$ cat src/fpfc_defs.svh
`ifndef FPFC_DEFS_SVH
`define FPFC_DEFS_SVH

// ****************************************
// Format geometry
// ****************************************
`define FPFC_SGL_EXP_W    8
`define FPFC_SGL_FRAC_W   23
`define FPFC_DBL_EXP_W    11
`define FPFC_DBL_FRAC_W   52
`define FPFC_EXT_EXP_W    15
`define FPFC_EXT_FRAC_W   63
`define FPFC_EXT_INT_POS  63
`define FPFC_EXT_FMSB_POS 62
`define FPFC_SGL_SIGN_POS 31
`define FPFC_DBL_SIGN_POS 63
`define FPFC_EXT_SIGN_POS 79
`define FPFC_SGL_EXP_LSB  23
`define FPFC_DBL_EXP_LSB  52
`define FPFC_EXT_EXP_LSB  64
`define FPFC_SGL_EXP_ONES 15'h00FF
`define FPFC_DBL_EXP_ONES 15'h07FF
`define FPFC_EXT_EXP_ONES 15'h7FFF
`define FPFC_MIN_EXP      17'h00001

// ****************************************
// Biases and byte counts
// ****************************************
`define FPFC_SGL_BIAS     17'h0007F
`define FPFC_DBL_BIAS     17'h003FF
`define FPFC_EXT_BIAS     17'h03FFF
`define FPFC_SGL_BYTES    4'h4
`define FPFC_DBL_BYTES    4'h8
`define FPFC_EXT_BYTES    4'hA

`endif

$ cat src/fpfc_pkg.sv
package fpfc_pkg;
    typedef enum logic [1:0] {
        FPFC_FMT_SGL = 2'h0,
        FPFC_FMT_DBL = 2'h1,
        FPFC_FMT_EXT = 2'h2
    } fpfc_fmt_e;

    typedef enum logic [7:0] {
        FPFC_CLS_ZERO   = 8'h01,
        FPFC_CLS_DENORM = 8'h02,
        FPFC_CLS_NORMAL = 8'h04,
        FPFC_CLS_INF    = 8'h08,
        FPFC_CLS_SNAN   = 8'h10,
        FPFC_CLS_QNAN   = 8'h20,
        FPFC_CLS_INDEF  = 8'h40,
        FPFC_CLS_BAD    = 8'h80
    } fpfc_cls_e;
endpackage

$ cat src/fpfc_unpack.sv
`timescale 1ns/1ps
`include "fpfc_defs.svh"

// Leaf: splits one raw operand into fields, aligning all formats to the extended layout.
module fpfc_unpack (
    // Operand
    input  wire logic [79:0]        raw,
    input  wire fpfc_pkg::fpfc_fmt_e fmt,
    // Fields
    output logic                    sign,
    output logic [14:0]             exp,
    output logic [14:0]             exp_ones,
    output logic                    int_stored,
    output logic [62:0]             frac,
    output logic [16:0]             bias,
    output logic [3:0]              nbytes
);
    import fpfc_pkg::*;

    always_comb begin
        int_stored = 1'b0;
        case (fmt)
            FPFC_FMT_SGL: begin
                sign     = raw[`FPFC_SGL_SIGN_POS];
                exp      = {7'h00, raw[`FPFC_SGL_EXP_LSB +: `FPFC_SGL_EXP_W]};
                exp_ones = `FPFC_SGL_EXP_ONES;
                frac     = {raw[`FPFC_SGL_FRAC_W-1:0], 40'h0000000000};
                bias     = `FPFC_SGL_BIAS;
                nbytes   = `FPFC_SGL_BYTES;
            end
            FPFC_FMT_DBL: begin
                sign     = raw[`FPFC_DBL_SIGN_POS];
                exp      = {4'h0, raw[`FPFC_DBL_EXP_LSB +: `FPFC_DBL_EXP_W]};
                exp_ones = `FPFC_DBL_EXP_ONES;
                frac     = {raw[`FPFC_DBL_FRAC_W-1:0], 11'h000};
                bias     = `FPFC_DBL_BIAS;
                nbytes   = `FPFC_DBL_BYTES;
            end
            default: begin
                sign       = raw[`FPFC_EXT_SIGN_POS];
                exp        = raw[`FPFC_EXT_EXP_LSB +: `FPFC_EXT_EXP_W];
                exp_ones   = `FPFC_EXT_EXP_ONES;
                int_stored = raw[`FPFC_EXT_INT_POS];
                frac       = raw[`FPFC_EXT_FRAC_W-1:0];
                bias       = `FPFC_EXT_BIAS;
                nbytes     = `FPFC_EXT_BYTES;
            end
        endcase
    end
endmodule

$ cat src/fpfc_top.sv
`timescale 1ns/1ps
`include "fpfc_defs.svh"

module fpfc_top #(
    parameter int RAW_W = 80,
    parameter int SIG_W = 64
) (
    // Clock and reset
    input  wire logic                clk,
    input  wire logic                rst_n,
    input  wire logic                clk_en,
    // Operand in
    input  wire logic                in_valid,
    input  wire logic [RAW_W-1:0]    in_raw,
    input  wire fpfc_pkg::fpfc_fmt_e in_fmt,
    // Result out
    output logic                     out_valid,
    output logic                     out_sign,
    output logic signed [16:0]       out_exp,
    output logic [14:0]              out_exp_biased,
    output logic [SIG_W-1:0]         out_signif,
    output logic [7:0]               out_class,
    output logic [3:0]               out_nbytes
);
    import fpfc_pkg::*;

    // ****************************************
    // Parameter check
    // ****************************************
    // The field split is wired for the widest format, so other widths cannot be served.
    if ((RAW_W != (`FPFC_EXT_SIGN_POS + 1)) || (SIG_W != (`FPFC_EXT_FRAC_W + 1))) begin : g_bad_width
        $error("fpfc_top serves only an 80-bit operand and a 64-bit significand");
    end

    // Format code 3 is unused and decodes as extended, matching the field split.
    function automatic logic fmt_is_ext(input fpfc_fmt_e f);
        return (f != FPFC_FMT_SGL) && (f != FPFC_FMT_DBL);
    endfunction

    typedef struct packed {
        logic        valid;
        logic        sign;
        logic [16:0] exp;
        logic [14:0] exp_biased;
        logic [63:0] signif;
        logic [7:0]  cls;
        logic [3:0]  nbytes;
    } fpfc_state_s;

    fpfc_state_s state_ff;
    fpfc_state_s nxt_state;

    logic        u_sign;
    logic [14:0] u_exp;
    logic [14:0] u_ones;
    logic        u_int;
    logic [62:0] u_frac;
    logic [16:0] u_bias;
    logic [3:0]  u_nbytes;

    fpfc_unpack u_unpack (
        .raw        (in_raw),
        .fmt        (in_fmt),
        .sign       (u_sign),
        .exp        (u_exp),
        .exp_ones   (u_ones),
        .int_stored (u_int),
        .frac       (u_frac),
        .bias       (u_bias),
        .nbytes     (u_nbytes)
    );

    // ****************************************
    // Classification
    // ****************************************
    logic exp_max;
    logic exp_zero;
    logic frac_zero;
    logic fmsb;
    logic frac_rest_zero;
    logic int_bit;
    logic [7:0] cls;

    always_comb begin
        exp_max        = (u_exp == u_ones);
        exp_zero       = (u_exp == 15'h0000);
        frac_zero      = (u_frac == 63'h0);
        fmsb           = u_frac[`FPFC_EXT_FMSB_POS];
        frac_rest_zero = (u_frac[`FPFC_EXT_FMSB_POS-1:0] == 62'h0);
        // Implied bit is supplied for the short formats only.
        if (fmt_is_ext(in_fmt)) begin
            int_bit = u_int;
        end else begin
            int_bit = !exp_zero;
        end
        if (exp_max) begin
            if (frac_zero) begin
                cls = FPFC_CLS_INF;
            end else if (!fmsb) begin
                cls = FPFC_CLS_SNAN;
            end else if (u_sign && frac_rest_zero) begin
                cls = FPFC_CLS_INDEF;
            end else begin
                cls = FPFC_CLS_QNAN;
            end
        end else if (exp_zero) begin
            cls = frac_zero ? FPFC_CLS_ZERO : FPFC_CLS_DENORM;
        end else begin
            cls = FPFC_CLS_NORMAL;
        end
        // An extended operand with the wrong stored integer bit is an unsupported encoding.
        if (fmt_is_ext(in_fmt) && (u_int != !exp_zero)) begin
            cls = cls | FPFC_CLS_BAD;
        end
    end

    // ****************************************
    // State update
    // ****************************************
    always_comb begin
        nxt_state = state_ff;
        nxt_state.valid = in_valid;
        if (in_valid) begin
            nxt_state.sign       = u_sign;
            // Denormals use the minimum exponent, 1 minus the bias.
            nxt_state.exp        = exp_zero ? (`FPFC_MIN_EXP - u_bias)
                                            : ({2'h0, u_exp} - u_bias);
            nxt_state.exp_biased = u_exp;
            nxt_state.signif     = {int_bit, u_frac};
            nxt_state.cls        = cls;
            nxt_state.nbytes     = u_nbytes;
        end
    end

    always_ff @(posedge clk) begin
        if (!rst_n) begin
            state_ff <= '0;
        end else if (clk_en) begin
            state_ff <= nxt_state;
        end
    end

    assign out_valid      = state_ff.valid;
    assign out_sign       = state_ff.sign;
    assign out_exp        = state_ff.exp;
    assign out_exp_biased = state_ff.exp_biased;
    assign out_signif     = state_ff.signif;
    assign out_class      = state_ff.cls;
    assign out_nbytes     = state_ff.nbytes;
endmodule

$ cat config.mk
export PLATFORM = sky130hd
export DESIGN_NAME = fpfc_top
export DESIGN_NICKNAME = d
export VERILOG_FILES = /design/src/fpfc_pkg.sv /design/src/fpfc_unpack.sv /design/src/fpfc_top.sv
export VERILOG_INCLUDE_DIRS = /design/src
export SDC_FILE = /design/constraint.sdc
export NUM_CORES = 1
export LEC_CHECK = 0
export ABC_AREA = 1
export BUFFER_PORTS_ARGS = -buffer_cell sky130_fd_sc_hd__buf_4
export CAP_MARGIN = 20
export CORE_ASPECT_RATIO = 1.5
export CORE_MARGIN = 4
export CORE_UTILIZATION = 45
export CTS_BUF_LIST = sky130_fd_sc_hd__clkbuf_4 sky130_fd_sc_hd__clkbuf_8
export CTS_CLUSTER_DIAMETER = 50
export DETAILED_ROUTE_END_ITERATION = 8
export MAX_ROUTING_LAYER = met4
export PLACE_DENSITY = 0.76
export SLEW_MARGIN = 40
export SYNTH_ARGS = -nofsm -noshare
export SYNTH_HDL_FRONTEND = slang
export SYNTH_SLANG_ARGS = --single-unit
$ cat constraint.sdc
create_clock -name clk -period 2.01 [get_ports clk]
set_input_delay 0.3015 -clock clk [delete_from_list [all_inputs] [get_ports clk]]
set_output_delay 0.3015 -clock clk [all_outputs]
set_load 0.02 [all_outputs]
==> impl_metrics.json, run 1 <==
{
  "dp_hpwl_um": 20700,
  "slew_viol_final": 0,
  "grt_usage_pct": 32.9,
  "ys_seq_area_share_pct": 35.3,
  "ant_nets": 0,
  "routed_via_density": 5.21,
  "die_w_um": 104,
  "post_cts_buffers": 0,
  "min_period_over_period_pct": 90.4,
  "placed_cells": 1406,
  "worstPathCellList": "buf_4 -> buf_4 -> nand2_1 -> nand2_1 -> ha_1 -> nand2_1 -> nand3b_1 -> nor2_1 -> nand3_1 -> nor3_1 -> nand4_1 -> a21oi_1",
  "clk_pin_slew_worst_paths_ps": 110,
  "rr_worst_depth": 5,
  "post-place-ws_ps": -200,
  "setup_viol": 0,
  "postCtsHoldBufs": 0,
  "cts_made_buffers": 9,
  "ys_seq_elements": 109,
  "die_h_um": 152,
  "layout_setup_ws_ps": 193,
  "required_ps": 2330,
  "synth_cell_types": 36,
  "grt_pass1_vias": 7181,
  "clock-sinks": 109,
  "syn-num-nets": 1099,
  "crit_top_cell": "nand2_1",
  "worstSkewPairLatency_ps": 370,
  "io_buffers": 194,
  "die-area_um2": 15700,
  "fmax_mhz": 550,
  "rows": 52,
  "io_pins": 196,
  "arrival_ps": 2140,
  "start_util_pct": 45.9,
  "holdPathStages": 4,
  "leakage_nw": 4.54,
  "antenna_cells": 0,
  "cts_resized": 0,
  "cp_max_fo": 9,
  "synth_area_um2": 6180,
  "r2r-end": "out_exp[1]",
  "finalHoldViolCount": 0,
  "via_count": 7409,
  "cts_tree": "built",
  "path_class": "input port to register",
  "clock_skew_ps": 0,
  "syn_avg_cell_area_um2": 6.13,
  "fillers": 1326,
  "post-route-min-period_ps": 1820,
  "drive_above_1_share_pct": 27.5,
  "power_mw": 5.40,
  "rsz0062_at_grt": "false",
  "startpoint_type": "input port",
  "min_from": "clk_en",
  "grt_pass1_wl_um": 38800,
  "syn_to_final_growth_pct": 39.0,
  "first_iter_violations": 474,
  "design.core.area_um2": 13500,
  "routedWlPerCell_um": 18.0,
  "gp_congestion": 1.01,
  "h-tree-depth": 3,
  "cts-root-buf": "clkbuf_8",
  "dr.pass1.iters": 5,
  "clk_path_buf_depth": 2,
  "tightest_slew_ps": 571,
  "grt_overflow_total": 0,
  "critPathMaxStageDelay_ps": 350,
  "maxCapViolCount": 0,
  "r2r_slack_ps": 1060,
  "final_cells": 1422,
  "drc": 0,
  "yosys_warnings": 0,
  "final_nets": 1346,
  "antenna_found_initial": 0,
  "slew_headroom_pct": 62.0,
  "reg2reg_from": "out_exp[1]",
  "status": "finished clean",
  "mostFrequentLayoutCells": "buf_4, nand2_1, nor2_1, dfxtp_1, inv_1",
  "final_common_cell": "buf_4",
  "slowest_stage": "ha_1",
  "powerDensity_nw_per_um2": 628,
  "hold_path.class": "input port to register",
  "synthCells": 1008,
  "grt_max_degree": 59,
  "hold_path_end": "out_valid",
  "ir_drop_mv": 0.355,
  "wl_um": 25600,
  "worstSetupEndpointType": "register"
}
-- cells by family after synthesis --
kind of cell / Yosys count / synth area share [%]
simple gates: 588 / 40.0
buf+inv: 158 / 10.7
flops: 109 / 35.3
other cells: 1 / 0.0607
xor+xnor: 1 / 0.142
fa+ha+maj: 5 / 1.01
compound gates: 146 / 12.9
-- flip-flops by register name (all words and copies together), names as in the netlist --
name	count
out_nbytes	3
out_exp_biased	15
out_signif	64
out_sign	1
out_exp	17
out_valid	1
out_class	8
-- worst max-delay path by stage --
stage | startpoint | end | slack (ps) | cells past startpoint
after CTS | in_fmt[1] | out_class[6] | 190 | 12
after global routing | in_fmt[0] | out_exp[14] | 10 | 15
after global placement | in_fmt[1] | out_class[3] | -170 | 13
final | in_fmt[1] | out_class[6] | 190 | 12
after detailed placement | in_fmt[1] | out_class[3] | -200 | 13
after floorplan | in_fmt[1] | out_signif[63] | -20 | 17
-- final cells by class --
type | instances | area, µm² | share of cell area (%)
timing repair buffer | 291 | 2230 | 26.0
tap | 162 | 203 | 2.36
sequential | 109 | 2180 | 25.4
inverter | 103 | 395 | 4.60
clock inverter | 5 | 40.0 | 0.466
clock buffer | 11 | 151 | 1.76
multi-input combinational | 741 | 3390 | 39.4
-- per-layer routing --
metal	vias to the layer above	GRT usage [%]	share of wire [%]
met5	-	-	0
met3	80	4.03	6.1
met1	3340	34.9	36
met2	322	60.2	52
li1	3667	-	-
met4	0	18.0	5.8
-- worst max-delay path: cells and delay by family --
family	cells	cell delay [ps]
and+or+nand+nor	8	1030
adders and majority gates	1	350
buffers and inverters	2	320
AOI/OAI and AO/OA	1	140
-- cells in the mapped netlist, drive strengths merged --
cell | instances | area (µm²)
conb | 1 | 3.75
a21oi | 43 | 215
nand2 | 266 | 1020
a211oi | 13 | 97.6
clkinv | 1 | 3.75
o21ai | 78 | 390
nor2 | 208 | 816
clkbuf | 27 | 101
o211ai | 9 | 67.6
a21boi | 1 | 7.51
buf | 28 | 171
o2bb2ai | 1 | 8.76
nor3 | 2 | 21.3
and3 | 1 | 6.26
inv | 102 | 383
nand3 | 97 | 516
nand4 | 4 | 25.0
nand3b | 4 | 30.0
o31ai | 1 | 7.51
dfxtp | 109 | 2180
and2 | 1 | 6.26
ha | 5 | 62.6
or2 | 5 | 31.3
xor2 | 1 | 8.76
-- metrics by stage --
| stage | instance area, µm² | util, % | TNS [ps] | hold WS, ps |
|---|---|---|---|---|
| 2_1_floorplan | 6250 | - | -20.7 | 460 |
| 3_3_place_gp | 8400 | 62.4 | -1940 | 452 |
| 3_5_place_dp | 8400 | 62.4 | -2830 | 458 |
| 4_1_cts | 8590 | 63.8 | 0 | 183 |
| 5_1_grt | 8590 | 63.8 | 0 | 191 |
| 6_report | 8590 | 63.8 | 0 | 180 |
-- report_power, final --
group / internal [mW] / switching, mW / leakage [nW] / total, mW
clock: 0.535 / 0.832 / 0.101 / 1.37
combinational: 0.679 / 0.982 / 3.54 / 1.66
sequential: 2.29 / 0.0752 / 0.897 / 2.37
total: 3.51 / 1.89 / 4.54 / 5.40
No activity file was read; power rests on OpenSTA's default activity.
==> run 2: changes to the inputs <==
==> constraint.sdc (replaced) <==
create_clock -name clk -period 2.01 [get_ports clk]
set_input_delay 0.201 -clock clk [delete_from_list [all_inputs] [get_ports clk]]
set_output_delay 0.201 -clock clk [all_outputs]
set_load 0.02 [all_outputs]
==> run 2 against run 1 <==
Wire length down 1.5%. Sequential cell count unchanged. Non-clock buffer count fell by 28. Largest cell class unchanged.
==> impl_metrics.json, run 2 (synthesized netlist as in run 1, its figures left out) <==
{
  "placed_cells": 1378,
  "cts_tree": "built",
  "startpoint_type": "input port",
  "routedWlPerCell_um": 18.1,
  "leakage_nw": 4.40,
  "fillers": 1355,
  "start_util_pct": 45.9,
  "powerDensity_nw_per_um2": 643,
  "layout_setup_ws_ps": 206,
  "hold_path.class": "input port to register",
  "grt_pass1_wl_um": 38000,
  "rsz0062_at_grt": "false",
  "h-tree-depth": 3,
  "dr.pass1.iters": 8,
  "post-place-ws_ps": -148,
  "grt_usage_pct": 32.2,
  "mostFrequentLayoutCells": "nand2_1, buf_4, nor2_1, dfxtp_1, inv_1",
  "arrival_ps": 2110,
  "routed_via_density": 5.27,
  "clock_skew_ps": 0,
  "final_cells": 1394,
  "post-route-min-period_ps": 1800,
  "multi_input_area_um2": 3340,
  "clk_path_buf_depth": 2,
  "via_count": 7344,
  "first_iter_violations": 538,
  "clk_pin_slew_worst_paths_ps": 120,
  "place_area_um2": 8110,
  "ant_nets": 0,
  "syn_to_final_growth_pct": 34.4,
  "antenna_found_initial": 0,
  "final_nets": 1318,
  "io_buffers": 194,
  "clock-sinks": 109,
  "io_pins": 196,
  "cts_resized": 0,
  "p_sw_share_pct": 35.7,
  "finalHoldViolCount": 0,
  "slew_headroom_pct": 66.6,
  "pwr-share-seq_pct": 44.4,
  "status": "finished clean",
  "fin_worst_hold_slack_ps": 69.8,
  "wl_um": 25200,
  "netSwitchingPower_mw": 1.91,
  "slew_viol_final": 0,
  "cp_max_fo": 9,
  "min_period_over_period_pct": 89.8,
  "gp_congestion": 1.00,
  "ir_drop_mv": 0.454,
  "required_ps": 2310,
  "grt_pass1_vias": 6925,
  "r2r_slack_ps": 1060,
  "antenna_cells": 0,
  "tightest_slew_ps": 501,
  "die-area_um2": 15700,
  "drive_above_1_share_pct": 25.3,
  "grt_max_degree": 74,
  "cts_made_buffers": 9,
  "regArea_um2": 2180,
  "dp_hpwl_um": 20000,
  "post_cts_buffers": 0,
  "combPwrFrac_pct": 29.6,
  "grt_overflow_total": 0,
  "design.core.area_um2": 13500,
  "rows": 52,
  "die_w_um": 104,
  "fmax_mhz": 554,
  "worstSetupEndpointType": "register",
  "die_h_um": 152,
  "largest_reg_flops": 64,
  "setup_viol": 0,
  "path_class": "input port to register",
  "cts-root-buf": "clkbuf_8",
  "p_clk_share_pct": 26.0,
  "fin_area_um2": 8310,
  "maxCapViolCount": 0,
  "postCtsHoldBufs": 0,
  "p_int_mw": 3.43,
  "drc": 0,
  "worstSkewPairLatency_ps": 380
}
[run 2: critical path: stages]
cell and delay (ps):
buf_4 160, inv_2 80, nand2_1 140, nor2_1 80, nor2_2 180, inv_1 80, ha_1 200, nand3_1 80
nor2_1 40, nand3b_1 90, nor2_2 70, nand2_4 100, nand2_4 70, o21ai_0 320, buf_4 170, inv_1 30
[run 2: path summary, 6_finish.rpt]
path         cells past startpoint  startpoint    endpoint
max                             16   in_fmt[1]  out_exp[1]
min                              4      clk_en   out_valid
max reg2reg                      5  out_exp[1]  out_exp[1]
min reg2reg                      2  out_exp[6]  out_exp[6]
[run 2: area by class of cell]
cell class / instances / share of cell area, %
Sequential cell: 109 / 26.3
Clock inverter: 6 / 0.648
Timing Repair Buffer: 263 / 24.1
Clock buffer: 10 / 1.66
Tap cell: 162 / 2.44
Multi-Input combinational cell: 741 / 40.2
Inverter: 103 / 4.67
[run 2: power by group through the flow]
stage                     Clock (mW)  Combinational (mW)  Sequential, mW
after detailed placement           0                1.57            2.42
after global routing            1.49                1.72            2.39
after CTS                       1.40                1.58            2.37
after floorplan                    0               0.665            2.57
after global placement             0                1.57            2.42
final                           1.39                1.58            2.37
[run 2: routing by layer]
metal | GRT usage (%) | up-vias | wire length (µm)
met2 | 59.0 | 347 | 13200
met5 | - | - | 0
li1 | - | 3627 | -
met1 | 34.9 | 3309 | 9320
met4 | 16.0 | 0 | 1220
met3 | 3.56 | 61 | 1500
[run 2: metrics by stage]
step           util, %  power (mW)  TNS [ps]
2_1_floorplan        -        3.23         0
3_3_place_gp      60.2        3.99      -839
3_5_place_dp      60.2        3.99     -1400
4_1_cts           61.7        5.35         0
5_1_grt           61.7        5.59         0
6_report          61.7        5.34         0
